## config.mk

```make
export PLATFORM = sky130hd
export DESIGN_NAME = ptc_timer_ctrl
export DESIGN_NICKNAME = d
export VERILOG_FILES = /design/src/shared/ptc_pkg.sv /design/src/logic/ptc_timer_ctrl.sv
export SDC_FILE = /design/constraint.sdc
export NUM_CORES = 1
export LEC_CHECK = 0
export BUFFER_PORTS_ARGS = -buffer_cell sky130_fd_sc_hd__buf_2
export CORE_UTILIZATION = 45
export DETAILED_ROUTE_END_ITERATION = 12
export SETUP_SLACK_MARGIN = 0.5
export SLEW_MARGIN = 40
export SYNTH_ARGS = -nofsm -noshare
export SYNTH_HDL_FRONTEND = slang
export SYNTH_SLANG_ARGS = --single-unit
```

## constraint.sdc

```tcl
create_clock -name clk_in -period 4.6 [get_ports clk_in]
set_clock_uncertainty 0.2 [all_clocks]
set_input_delay 0.23 -clock clk_in [delete_from_list [all_inputs] [get_ports clk_in]]
set_output_delay 0.23 -clock clk_in [all_outputs]
set_load 0.005 [all_outputs]
```

## src/shared/ptc_pkg.sv

```systemverilog
// Constants, register map and carrier types for the timer output/interrupt block
package ptc_pkg;
    localparam int NCH   = 8;
    localparam int NPAIR = 4;

    // Register addresses
    localparam logic [15:0] ADDR_IRQ_EN_LO   = 16'hff25;
    localparam logic [15:0] ADDR_IRQ_FLAG_LO = 16'hff29;
    localparam logic [15:0] ADDR_IRQ_EN_HI   = 16'hff2c;
    localparam logic [15:0] ADDR_IRQ_FLAG_HI = 16'hff2e;
    localparam logic [15:0] ADDR_CTRL_BASE   = 16'hff40;
    localparam logic [15:0] ADDR_PRIO        = 16'hff48;
    localparam logic [15:0] ADDR_PIN         = 16'hff49;
    localparam logic [15:0] ADDR_RELOAD_BASE = 16'hff50;
    localparam logic [15:0] ADDR_CMP_BASE    = 16'hff58;
    localparam logic [15:0] ADDR_CNT_BASE    = 16'hff60;

    // Channel control register fields
    localparam int CTRL_RUN_BIT   = 0;
    localparam int CTRL_OUT_BIT   = 1;
    localparam int CTRL_INV_BIT   = 2;
    localparam int CTRL_WIDTH_BIT = 7;

    // Pin register fields
    localparam int PIN_DIR_A_BIT  = 0;
    localparam int PIN_DIR_B_BIT  = 1;
    localparam int PIN_DIR_C_BIT  = 2;
    localparam int PIN_DATA_A_BIT = 4;
    localparam int PIN_DATA_B_BIT = 5;
    localparam int PIN_DATA_C_BIT = 6;

    // Reset values
    localparam logic [7:0] RESET_REG    = 8'h00;
    localparam logic [7:0] RESET_RELOAD = 8'hff;
    localparam logic [7:0] RESET_CMP    = 8'h00;
    localparam logic [7:0] RESET_CNT    = 8'hff;

    typedef enum logic [1:0] {
        PRIO_NONE  = 2'b00,
        PRIO_ONE   = 2'b01,
        PRIO_TWO   = 2'b10,
        PRIO_THREE = 2'b11
    } ptc_prio_t;

    typedef enum logic {
        RUN_STOPPED  = 1'b0,
        RUN_COUNTING = 1'b1
    } ptc_run_t;

    typedef struct packed {
        logic [15:0] addr;
        logic [7:0]  wdata;
        logic        wr;
        logic        rd;
    } ptc_bus_req_t;

    typedef struct packed {
        logic level;
        logic oe_n;
    } ptc_pin_t;
endpackage : ptc_pkg

```

## src/logic/ptc_timer_ctrl.sv

```systemverilog
// Eight-channel down-counter timer with pin routing and interrupt flags
//
// The strobed register port was decided locally.
`timescale 1ns/1ps
module ptc_timer_ctrl (
    input  logic                    clk_in,
    input  logic                    rstn_in,
    input  logic                    ce_in,
    input  ptc_pkg::ptc_bus_req_t   bus_in,
    output logic [7:0]              rdata_out,
    input  logic [7:0]              tclk_in,
    input  logic                    sleep_in,
    input  logic [1:0]              cpu_mask_level_in,
    output ptc_pkg::ptc_pin_t       pin_a_out,
    output ptc_pkg::ptc_pin_t       pin_b_out,
    output ptc_pkg::ptc_pin_t       pin_c_out,
    output logic [3:0]              irq_req_out
);
    import ptc_pkg::*;

    // Per-channel state
    logic [7:0] cnt     [NCH];
    logic [7:0] reload  [NCH];
    logic [7:0] cmp     [NCH];
    ptc_run_t   run_st  [NCH];
    logic       run_req [NCH];
    logic       out_en  [NCH];
    logic       inv_en  [NCH];
    logic       uf_en   [NCH];
    logic       cm_en   [NCH];
    logic       uf_flag [NCH];
    logic       cm_flag [NCH];
    logic       uf_ev   [NCH];
    logic       cm_ev   [NCH];
    logic       timer_out_clock    [NCH];
    logic       rl_pend [NCH];
    logic       tclk_q  [NCH];
    logic       fall    [NCH];
    logic       rise    [NCH];
    logic       cond    [NCH];
    logic       width   [NPAIR];
    ptc_prio_t  prio    [NPAIR];
    logic [7:0] pin_reg;
    logic [7:0] rd_en   [2];
    logic [7:0] rd_fl   [2];
    logic [7:0] next_rdata;

    // Run state step at a falling edge of the timer clock
    function automatic ptc_run_t next_run(input ptc_run_t st, input logic edge_f,
                                          input logic req);
        next_run = st;
        case (st)
            RUN_STOPPED:  if (edge_f && req) next_run = RUN_COUNTING;
            RUN_COUNTING: if (edge_f && !req) next_run = RUN_STOPPED;
            default:      next_run = RUN_STOPPED;
        endcase
    endfunction : next_run

    // Pin source choice, odd timer first
    function automatic ptc_pin_t pick_pin(input logic odd_en, input logic odd_lv,
                                          input logic even_en, input logic even_lv,
                                          input logic dir, input logic data);
        pick_pin.oe_n  = 1'b0;
        pick_pin.level = data;
        if (odd_en) begin
            pick_pin.level = odd_lv;
        end else if (even_en) begin
            pick_pin.level = even_lv;
        end else begin
            pick_pin.oe_n = !dir;
        end
    endfunction : pick_pin

    // Per-channel clock edge detect and register file
    for (genvar i = 0; i < NCH; i++) begin : g_ch
        localparam int         P     = i / 2;
        localparam bit         IS_LO = (i % 2) == 0;
        localparam int         B     = 2 * (i % 4);
        localparam logic [15:0] FA   = (i < 4) ? ADDR_IRQ_FLAG_LO : ADDR_IRQ_FLAG_HI;
        localparam logic [15:0] EA   = (i < 4) ? ADDR_IRQ_EN_LO : ADDR_IRQ_EN_HI;
        logic lo_dead;
        logic hi_paired;
        logic ctrl_wr;
        logic fl_wr;

        assign lo_dead   = IS_LO && (ctrl_wr ? bus_in.wdata[CTRL_WIDTH_BIT] : width[P]);
        assign hi_paired = !IS_LO && width[P];
        assign ctrl_wr   = bus_in.wr && (bus_in.addr == ADDR_CTRL_BASE + 16'(i));
        assign fl_wr     = bus_in.wr && (bus_in.addr == FA);
        assign fall[i]   = tclk_q[i] && !tclk_in[i];
        assign rise[i]   = !tclk_q[i] && tclk_in[i];

        // Timer clock sample
        always_ff @(posedge clk_in or negedge rstn_in) begin
            if (!rstn_in) begin
                tclk_q[i] <= 1'b0;
            end else if (ce_in) begin
                tclk_q[i] <= tclk_in[i];
            end
        end

        // Control bits; paired mode pins the low enables and high run to 0
        always_ff @(posedge clk_in or negedge rstn_in) begin
            if (!rstn_in) begin
                run_req[i] <= 1'b0;
                out_en[i]  <= 1'b0;
                inv_en[i]  <= 1'b0;
            end else if (ce_in) begin
                if (ctrl_wr) begin
                    run_req[i] <= bus_in.wdata[CTRL_RUN_BIT] && !hi_paired;
                    out_en[i]  <= bus_in.wdata[CTRL_OUT_BIT] && !lo_dead;
                    inv_en[i]  <= bus_in.wdata[CTRL_INV_BIT] && !lo_dead;
                end else begin
                    if (lo_dead) begin
                        out_en[i] <= 1'b0;
                        inv_en[i] <= 1'b0;
                    end
                    if (hi_paired) run_req[i] <= 1'b0;
                end
            end
        end

        // Reload and compare data
        always_ff @(posedge clk_in or negedge rstn_in) begin
            if (!rstn_in) begin
                reload[i] <= RESET_RELOAD;
                cmp[i]    <= RESET_CMP;
            end else if (ce_in && bus_in.wr) begin
                if (bus_in.addr == ADDR_RELOAD_BASE + 16'(i)) reload[i] <= bus_in.wdata;
                if (bus_in.addr == ADDR_CMP_BASE + 16'(i)) cmp[i] <= bus_in.wdata;
            end
        end

        // Interrupt enables
        always_ff @(posedge clk_in or negedge rstn_in) begin
            if (!rstn_in) begin
                uf_en[i] <= 1'b0;
                cm_en[i] <= 1'b0;
            end else if (ce_in && bus_in.wr && bus_in.addr == EA) begin
                uf_en[i] <= bus_in.wdata[B];
                cm_en[i] <= bus_in.wdata[B + 1];
            end
        end

        // Event flags: set beats a same-cycle clear
        always_ff @(posedge clk_in or negedge rstn_in) begin
            if (!rstn_in) begin
                uf_flag[i] <= 1'b0;
                cm_flag[i] <= 1'b0;
            end else if (ce_in) begin
                uf_flag[i] <= (uf_flag[i] && !(fl_wr && bus_in.wdata[B])) || uf_ev[i];
                cm_flag[i] <= (cm_flag[i] && !(fl_wr && bus_in.wdata[B + 1]))
                              || cm_ev[i];
            end
        end

        // Enabled pending event; low channel inert when paired
        assign cond[i] = !lo_dead &&
                         ((uf_flag[i] && uf_en[i]) || (cm_flag[i] && cm_en[i]));
    end

    // Per-pair counting, reload and output clock
    for (genvar p = 0; p < NPAIR; p++) begin : g_pair
        localparam int LO = 2 * p;
        localparam int HI = 2 * p + 1;
        logic       m16;
        logic       step_lo;
        logic       step_hi;
        logic       lo_zero;
        logic       hi_zero;
        logic [7:0] dec_lo;
        logic [7:0] dec_hi;
        logic [7:0] new_hi;

        // Step and event decode
        always_comb begin
            m16     = width[p];
            lo_zero = cnt[LO] == 8'h00;
            hi_zero = cnt[HI] == 8'h00;
            dec_lo  = cnt[LO] - 8'h01;
            dec_hi  = cnt[HI] - 8'h01;
            new_hi  = lo_zero ? dec_hi : cnt[HI];
            step_lo = fall[LO] && run_st[LO] == RUN_COUNTING && !sleep_in;
            step_hi = m16 ? (step_lo && lo_zero)
                          : (fall[HI] && run_st[HI] == RUN_COUNTING && !sleep_in);
            uf_ev[LO] = !m16 && step_lo && lo_zero;
            cm_ev[LO] = !m16 && step_lo && dec_lo == cmp[LO];
            uf_ev[HI] = step_hi && hi_zero;
            cm_ev[HI] = m16 ? (step_lo && {new_hi, dec_lo} == {cmp[HI], cmp[LO]})
                            : (step_hi && dec_hi == cmp[HI]);
        end

        // Run state follows the request only at a falling timer edge
        always_ff @(posedge clk_in or negedge rstn_in) begin
            if (!rstn_in) begin
                run_st[LO] <= RUN_STOPPED;
                run_st[HI] <= RUN_STOPPED;
            end else if (ce_in) begin
                run_st[LO] <= next_run(run_st[LO], fall[LO], run_req[LO]);
                run_st[HI] <= next_run(run_st[HI], fall[HI], run_req[HI]);
            end
        end

        // Width select lives in the low channel control register
        always_ff @(posedge clk_in or negedge rstn_in) begin
            if (!rstn_in) begin
                width[p] <= 1'b0;
            end else if (ce_in && bus_in.wr && bus_in.addr == ADDR_CTRL_BASE + 16'(LO)) begin
                width[p] <= bus_in.wdata[CTRL_WIDTH_BIT];
            end
        end

        // Down count; low underflow borrows from high when paired
        always_ff @(posedge clk_in or negedge rstn_in) begin
            if (!rstn_in) begin
                cnt[LO]     <= RESET_CNT;
                cnt[HI]     <= RESET_CNT;
                rl_pend[LO] <= 1'b0;
                rl_pend[HI] <= 1'b0;
            end else if (ce_in) begin
                if (step_lo) cnt[LO] <= dec_lo;
                if (step_hi) cnt[HI] <= dec_hi;
                if (rl_pend[LO] && rise[LO]) begin
                    cnt[LO]     <= reload[LO];
                    rl_pend[LO] <= 1'b0;
                    if (m16) cnt[HI] <= reload[HI];
                end else if (m16 ? uf_ev[HI] : uf_ev[LO]) begin
                    rl_pend[LO] <= 1'b1;
                end
                if (m16) begin
                    rl_pend[HI] <= 1'b0;
                end else if (rl_pend[HI] && rise[HI]) begin
                    cnt[HI]     <= reload[HI];
                    rl_pend[HI] <= 1'b0;
                end else if (uf_ev[HI]) begin
                    rl_pend[HI] <= 1'b1;
                end
            end
        end

        // Output clock: high from match, low from underflow
        always_ff @(posedge clk_in or negedge rstn_in) begin
            if (!rstn_in) begin
                timer_out_clock[LO] <= 1'b0;
                timer_out_clock[HI] <= 1'b0;
            end else if (ce_in) begin
                if (cm_ev[LO]) timer_out_clock[LO] <= 1'b1;
                else if (uf_ev[LO]) timer_out_clock[LO] <= 1'b0;
                if (cm_ev[HI]) timer_out_clock[HI] <= 1'b1;
                else if (uf_ev[HI]) timer_out_clock[HI] <= 1'b0;
            end
        end
    end

    // Priority and pin registers
    always_ff @(posedge clk_in or negedge rstn_in) begin
        if (!rstn_in) begin
            for (int k = 0; k < NPAIR; k++) prio[k] <= PRIO_NONE;
            pin_reg <= RESET_REG;
        end else if (ce_in && bus_in.wr) begin
            if (bus_in.addr == ADDR_PRIO) begin
                for (int k = 0; k < NPAIR; k++) prio[k] <= ptc_prio_t'(bus_in.wdata[2 * k +: 2]);
            end
            if (bus_in.addr == ADDR_PIN) pin_reg <= bus_in.wdata;
        end
    end

    // Interrupt request per pair, gated by mask level
    always_ff @(posedge clk_in or negedge rstn_in) begin
        if (!rstn_in) begin
            irq_req_out <= 4'h0;
        end else if (ce_in) begin
            for (int k = 0; k < NPAIR; k++) begin
                irq_req_out[k] <= (cond[2 * k] || cond[2 * k + 1])
                                  && (prio[k] > cpu_mask_level_in);
            end
        end
    end

    // Pin drive; routed clock overrides direction and data bits
    always_ff @(posedge clk_in or negedge rstn_in) begin
        if (!rstn_in) begin
            pin_a_out <= '{level: 1'b0, oe_n: 1'b1};
            pin_b_out <= '{level: 1'b0, oe_n: 1'b1};
            pin_c_out <= '{level: 1'b0, oe_n: 1'b1};
        end else if (ce_in) begin
            pin_a_out <= pick_pin(out_en[1], timer_out_clock[1],
                                  out_en[0] && !width[0], timer_out_clock[0],
                                  pin_reg[PIN_DIR_A_BIT], pin_reg[PIN_DATA_A_BIT]);
            pin_b_out <= pick_pin(out_en[3], timer_out_clock[3],
                                  out_en[2] && !width[1], timer_out_clock[2],
                                  pin_reg[PIN_DIR_B_BIT], pin_reg[PIN_DATA_B_BIT]);
            pin_c_out <= pick_pin(inv_en[3], !timer_out_clock[3],
                                  inv_en[2] && !width[1], !timer_out_clock[2],
                                  pin_reg[PIN_DIR_C_BIT], pin_reg[PIN_DATA_C_BIT]);
        end
    end

    // Read data assembly
    always_comb begin
        for (int g = 0; g < 2; g++) begin
            rd_en[g] = 8'h00;
            rd_fl[g] = 8'h00;
            for (int j = 0; j < 4; j++) begin
                rd_en[g][2 * j]     = uf_en[4 * g + j];
                rd_en[g][2 * j + 1] = cm_en[4 * g + j];
                rd_fl[g][2 * j]     = uf_flag[4 * g + j];
                rd_fl[g][2 * j + 1] = cm_flag[4 * g + j];
            end
        end
        next_rdata = 8'h00;
        case (bus_in.addr)
            ADDR_IRQ_EN_LO:   next_rdata = rd_en[0];
            ADDR_IRQ_EN_HI:   next_rdata = rd_en[1];
            ADDR_IRQ_FLAG_LO: next_rdata = rd_fl[0];
            ADDR_IRQ_FLAG_HI: next_rdata = rd_fl[1];
            ADDR_PRIO:        next_rdata = {prio[3], prio[2], prio[1], prio[0]};
            ADDR_PIN:         next_rdata = pin_reg;
            default:          next_rdata = 8'h00;
        endcase
        for (int k = 0; k < NCH; k++) begin
            if (bus_in.addr == ADDR_CTRL_BASE + 16'(k)) begin
                next_rdata = {width[k / 2] && (k % 2 == 0), 4'h0, inv_en[k], out_en[k],
                              run_req[k] || run_st[k] == RUN_COUNTING};
            end
            if (bus_in.addr == ADDR_RELOAD_BASE + 16'(k)) next_rdata = reload[k];
            if (bus_in.addr == ADDR_CMP_BASE + 16'(k)) next_rdata = cmp[k];
            if (bus_in.addr == ADDR_CNT_BASE + 16'(k)) next_rdata = cnt[k];
        end
    end

    // Read data stands one cycle after the strobe only
    always_ff @(posedge clk_in or negedge rstn_in) begin
        if (!rstn_in) begin
            rdata_out <= 8'h00;
        end else if (ce_in) begin
            rdata_out <= bus_in.rd ? next_rdata : 8'h00;
        end
    end
endmodule : ptc_timer_ctrl

```

==> key figures, run 1 <==
Synthesis
  • Yosys reg bits: 314
  • Post-Synth Simple-Gate Area: 0.203
  • Most used DFF post-synth: dfrtp_1
  • Avg Inst Size Synth: 9.48 um2
  • EDFF count, synth: 0
  • Synth Area in Compound Gates: 0.162
  • Yosys top cell by area: dfrtp_1
  • Asr flop ratio synth: 1.00
  • Synth area leaders: dfrtp_1 23%, dfstp_2 17%, mux2_2 11%
  • Mux cell area share after synthesis: 0.121
  • Yosys Warn Count: 0
  • Syn_nets: 2,143
  • XOR/XNOR Fraction of Synth Area: 0.0527
  • Adder-cell share of the synthesized area: 0.0127
  • Sequential area share after synthesis: 0.406
  • Yosys top cell area share: 0.232
  • Unique cell type count in the Yosys netlist: 81
  • Syn Inst Count: 2,083
  • Leading cell type by number of instances after synthesis: mux2_2
  • Most frequent cells after synthesis: 198 x mux2_2, 196 x nand2_1, 183 x dfrtp_1
  • Netlist area before placement: 19,700 um2
  • Main combinational cell family by area after synthesis: simple AND/OR/NAND/NOR gates

Drt
  • Drt drc: 0
  • Detailed Route Iter0 Violations: 1,973
  • Wl on met1: 32.3 mm
  • Final wirelength: 72.5 mm
  • WL/cell: 26.8 um
  • TritonRoute pass-1 iters: 5
  • Post-route ant nets: 0
  • Met3 wire len: 5.85 mm
  • Vias per std cell: 6.48
  • DR top layer: met5
  • Vias: 17,600
  • Met2 WL: 32.4 mm

STA
  • Hold WS: 0.0483 ns
  • RSZ-0062 raised after global routing: no
  • Worst-Margin Slew: 0.865 ns
  • Max Clk Rate: 285 MHz
  • Final hold vios: 0
  • Setup violators final: 0
  • Slew headroom: 0.422
  • Final TNS setup: 0 ns
  • Fin crit period: 3.50 ns
  • Final Cycle Share: 0.762
  • Slew Limit Fails: 0

Pwr
  • Clock network fraction of total power: 0.453
  • Sw Ratio: 0.272
  • Leakage: 9.28 nW
  • Peak supply drop: 0.326 mV
  • Total power draw: 0.00679 W
  • Power Density: 309 nW/um2
  • Sequential share of power: 0.445
  • Comb pwr share: 0.102
  • Internal power: 0.00494 W
  • Net Switching: 0.00185 W

Global route
  • All-Layer GR Usage: 0.328
  • Initial antenna violation count: 1
  • Number of global-route vias before repair: 16,700
  • First-pass GRT wire length: 109 mm
  • GRT overflow: 0
  • Largest net degree at the start of global routing: 90

Place
  • Port buffer count: 57
  • GPL Wtd Cong: 0.990
  • Placed wire-length estimate: 52.4 mm

Die
  • Die area: 44,700 um2
  • Die X: 211 um
  • # rows: 76
  • IO Count: 58
  • Initial core utilization: 0.457
  • Core Region: 43,200 um2
  • Die Y: 211 um

Finish
  • Final core occ: 0.510
  • Fraction of layout cells with a size suffix above 1: 0.265
  • Top flop regs: cmp (64), cnt (64), reload (64)
  • Antenna cells: 0
  • Area growth, synth to finish: 11.5%
  • Total Nets Final: 2,157

Clocking
  • CTS buffer count: 38
  • CTS tree: done
  • Clk sinks: 314
  • Root Driver: clkbuf_16
  • CTS max path bufs: 3
  • Clock Latency Late Sink: 0.57 ns
  • H-Tree Depth: 2
  • Clock-pin transition on the worst setup and hold timing paths: 0.06 ns

Job
  • MaxCap Viol Count: 0

Critical path
  • Endpoint class of the critical path: register
  • CP Max Fanout: 5
  • Req. time, crit path: 4.79 ns
  • Arrival time at the worst endpoint: 3.70 ns
  • Critical path type: reg2reg
  • Worst Setup Start Kind: register

Outcome
  • Outcome: complete, no violations

Worst hold path
  • Hold Path Class: in2reg
path summary, 6_finish.rpt:
check	startpoint	endpoint	slack, ns	depth (start not counted)
hold / removal	bus_in[5]	reload[51]	0.05	2
hold reg to reg	pin_c_out[0]	pin_c_out[0]	0.27	2
setup reg to reg	cnt[33]	timer_out_clock[4]	1.10	10
min in group asynchronous	rstn_in	cnt[47]	0.13	2
setup / recovery	cnt[33]	timer_out_clock[4]	1.10	10
max in group asynchronous	rstn_in	cnt[15]	3.13	4
kinds of logic (layout without fill, tap and decap cells):
| kind of cell | Yosys count | after routing |
|---|---|---|
| AO/OA/AOI/OAI | 506 | 506 |
| flip-flops | 314 | 314 |
| AND/OR/NAND/NOR | 714 | 714 |
| XOR/XNOR | 114 | 114 |
| buffers and inverters | 201 | 244 |
| adder cells (fa/ha/maj) | 20 | 20 |
| multiplexers | 214 | 214 |
what timing repair did:
item	CTS	global route
hold buffers	13	0
hold endpoints to repair	173	0
buffers inserted	0	0
gates resized for setup	0	0
worst max-delay path, cell delays in order (launching register included):
cell	delay, ns
dfstp_2	0.41
inv_1	0.09
ha_1	0.26
or3b_2	0.50
nor3_1	0.47
nand2_1	0.14
xnor2_1	0.14
and4b_1	0.20
nor4b_1	0.13
o21ai_1	0.60
o21ai_0	0.19
stage by stage:
stage	instances	area (um2)	setup WS [ns]
6_report	2711	22000	1.10
5_1_grt	2711	22000	0.933
4_1_cts	2711	22000	1.20
3_5_place_dp	2629	20600	0.927
3_3_place_gp	2628	20500	0.996
2_1_floorplan	2083	19700	1.94
layout make-up:
type | count | area, um2
timing repair buffer | 114 | 801
multi-input combinational | 1568 | 10900
clock buffer | 59 | 1210
clock inverter | 10 | 65.1
tap | 585 | 732
sequential | 314 | 8020
inverter | 61 | 229
fill | 4008 | 21200
cells in the final DEF (no fill, tap or decap), types with 41 or more instances in the layout:
cell type    n
dfrtp_1    183
nor3_1      70
buf_4       43
inv_1       61
nand2_1    196
clkbuf_16   41
nor2_1     129
dfstp_2    131
nand3_1     90
xnor2_1     79
a21oi_1    138
o21ai_0    150
mux2_2     198
buf_2       55
power by group through the flow:
| stage | combinational [W] | clock (W) | sequential [W] |
|---|---|---|---|
| 3_5_place_dp | 0.000673 | 0 | 0.00306 |
| 3_3_place_gp | 0.000660 | 0 | 0.00306 |
| 4_1_cts | 0.000684 | 0.00312 | 0.00302 |
| 5_1_grt | 0.000757 | 0.00322 | 0.00303 |
| 2_1_floorplan | 0.000480 | 0 | 0.00296 |
| 6_report | 0.000692 | 0.00307 | 0.00302 |
per-layer routing:
layer / vias up / global-route usage
met5: - / 0
met4: 2 / 0.0990
met2: 836 / 0.498
met3: 145 / 0.0611
li1: 7753 / -
met1: 8821 / 0.471
No activity file was read; power rests on OpenSTA's default activity.
==> run 2: changes to the inputs <==
- ABC_AREA: not set -> 1
- clock period: 4.6 -> 2.9 ns (I/O delays scaled with it)
==> key figures, run 2 <==
Outcome
  • Outcome: finished, violations left
  • Failing checks: DRC, setup timing

Global route
  • Number of global-route vias before repair: 18,700
  • GRT overflow: 0
  • All-Layer GR Usage: 0.361
  • First-pass GRT wire length: 115 mm
  • Initial antenna violation count: 2
  • Largest net degree at the start of global routing: 81

Clocking
  • H-Tree Depth: 2
  • Clk sinks: 314
  • Clock Latency Late Sink: 0.57 ns
  • CTS buffer count: 39
  • Root Driver: clkbuf_16
  • CTS tree: done
  • Clock-pin transition on the worst setup and hold timing paths: 0.06 ns
  • CTS max path bufs: 3

Finish
  • Total Nets Final: 3,024
  • Top flop regs: cmp (64), cnt (64), reload (64)
  • Area growth, synth to finish: 33.6%
  • Fin area: 25,300 um2
  • Final non-filler cell total: 3,527
  • Most frequent cells in the layout: 645 x nand2_1, 372 x o21ai_0, 337 x buf_4
  • Commonest non-fill, non-tap cell in the layout: nand2_1
  • Fraction of layout cells with a size suffix above 1: 0.305
  • Final core occ: 0.615
  • Antenna cells: 0

Pwr
  • Peak supply drop: 0.520 mV
  • Total power draw: 0.0148 W
  • Leakage: 11.6 nW
  • Power Density: 586 nW/um2

Synthesis
  • Yosys reg bits: 314
  • Syn_nets: 2,625
  • Synth area leaders: dfrtp_1 24%, dfstp_2 18%, nand2_1 14%
  • Avg Inst Size Synth: 7.37 um2
  • Leading cell type by number of instances after synthesis: nand2_1
  • Most frequent cells after synthesis: 707 x nand2_1, 409 x o21ai_0, 301 x inv_1
  • Netlist area before placement: 18,900 um2
  • EDFF count, synth: 0
  • Yosys Warn Count: 0
  • Yosys top cell by area: dfrtp_1
  • Sequential area share after synthesis: 0.424
  • Most used DFF post-synth: dfrtp_1
  • Asr flop ratio synth: 1.00
  • Syn Inst Count: 2,565
  • Yosys top cell area share: 0.242
  • Unique cell type count in the Yosys netlist: 54

Critical path
  • RR Endpoint: rdata_out[3]
  • Endpoint class of the critical path: register
  • Launching point of the worst reg2reg path: pin_reg[3]
  • Arrival time at the worst endpoint: 3.71 ns
  • Req. time, crit path: 3.16 ns
  • Worst Setup Start Kind: register
  • Critical path type: reg2reg
  • R2R cell count: 22
  • Reg2reg setup slack: -0.56 ns
  • CP Max Fanout: 2

Worst hold path
  • Hold Path Class: in2reg
  • Hold path depth: 3
  • Hold endpoint: out_en[7]
  • Hold Startpoint: bus_in[3]

STA
  • Slew Limit Fails: 0
  • Hold WS: 0.0261 ns
  • Slew headroom: 0.547
  • Max Clk Rate: 289 MHz
  • Setup violators final: 8
  • Fin crit period: 3.46 ns
  • Fin worst setup slack: -0.560 ns
  • Final hold vios: 0
  • RSZ-0062 raised after global routing: yes
  • Worst-Margin Slew: 0.679 ns
  • Final Cycle Share: 1.19

Die
  • Initial core utilization: 0.460
  • IO Count: 58
  • Core Region: 41,100 um2
  • Die area: 42,800 um2
  • Die X: 207 um
  • Die Y: 207 um
  • # rows: 74

Job
  • MaxCap Viol Count: 0

Place
  • Area after DPL: 22,100 um2
  • Dpl cells: 3,377
  • GPL Wtd Cong: 1.00
  • Port buffer count: 57
  • Placed wire-length estimate: 56.5 mm

Drt
  • Vias: 20,100
  • Final wirelength: 76.7 mm
  • WL/cell: 21.7 um
  • Vias per std cell: 5.71
  • Post-route ant nets: 0
  • Detailed Route Iter0 Violations: 2,175
  • Drt drc: 1
  • TritonRoute pass-1 iters: 12
==> run 2: power breakdown <==
part	leakage (nW)	total (W)	internal (W)	switching, W
Clock	0.643	0.00510	0.00305	0.00205
Combinational	7.05	0.00450	0.00200	0.00250
Sequential	3.88	0.00521	0.00486	0.000350
==> run 2: worst max-delay path by stage <==
stage                from            to  slack [ns]  cells past startpoint
6_report       pin_reg[3]  rdata_out[3]       -0.56                     22
5_1_grt        bus_in[19]  rdata_out[3]       -0.75                     32
4_1_cts        pin_reg[2]  rdata_out[2]       -0.59                     23
3_5_place_dp   bus_in[16]  rdata_out[2]       -1.23                     31
3_3_place_gp   bus_in[16]  rdata_out[1]       -1.23                     34
2_1_floorplan  bus_in[19]  rdata_out[6]        0.31                     33
==> run 2: through the flow <==
step                setup slack [ns]  setup TNS (ns)
floorplan                      0.312               0
global placement               -1.23           -8.77
detailed placement             -1.23           -9.00
CTS                           -0.592           -2.25
global route                  -0.750           -3.79
finish                        -0.560           -2.24
==> run 2: what timing repair did <==
action	in CTS	in global routing
hold buffers	23	0
endpoints found under the setup margin	39	51
setup buffers	35	18
endpoints found under the hold margin	299	0
gates resized for setup	200	138
gates cloned	1	1
pin swaps	95	115
==> run 2: final cells by class <==
cell class	count	area, um2
Clock buffer	57	1110
Timing Repair Buffer	443	3420
Fill cell	3817	15800
Sequential cell	314	8020
Tap cell	532	666
Clock inverter	15	204
Multi-Input combinational cell	1852	10600
Inverter	314	1210
==> run 2: cell families (layout without fill, tap and decap cells) <==
| group | after synthesis | after routing | synth area share |
|---|---|---|---|
| AND/OR/NAND/NOR | 1087 | 1088 | 0.242 |
| XOR/XNOR | 102 | 102 | 0.0472 |
| multiplexers | 5 | 5 | 0.00298 |
| flip-flops | 314 | 314 | 0.424 |
| adder cells (fa/ha/maj) | 20 | 20 | 0.0132 |
| buffers and inverters | 400 | 829 | 0.0802 |
| AO/OA/AOI/OAI | 637 | 637 | 0.190 |
==> run 2: critical path, cell delays in order, from the launching register on <==
cell	delay, ns
dfrtp_1	0.40
nand2_1	0.08
nand2_2	0.08
nor3_4	0.23
nand3_2	0.15
o21ai_2	0.17
nand4_1	0.12
o211ai_1	0.20
nand3_1	0.16
o21ai_2	0.10
a21oi_2	0.12
o22ai_2	0.17
nand2_1	0.07
o211ai_1	0.14
nand4_1	0.15
nand2_1	0.14
nand2_2	0.07
o21ai_2	0.17
nand3b_1	0.12
nand2_2	0.10
nand3_2	0.07
nand2_1	0.08
nand2_1	0.05
==> run 2: metal layers <==
layer,up-vias,part of all wire,GRT usage
met5,-,0.00016,0
met4,2,0.032,0.113
met3,143,0.093,0.0462
met2,991,0.42,0.530
met1,9714,0.45,0.546
li1,9297,-,-
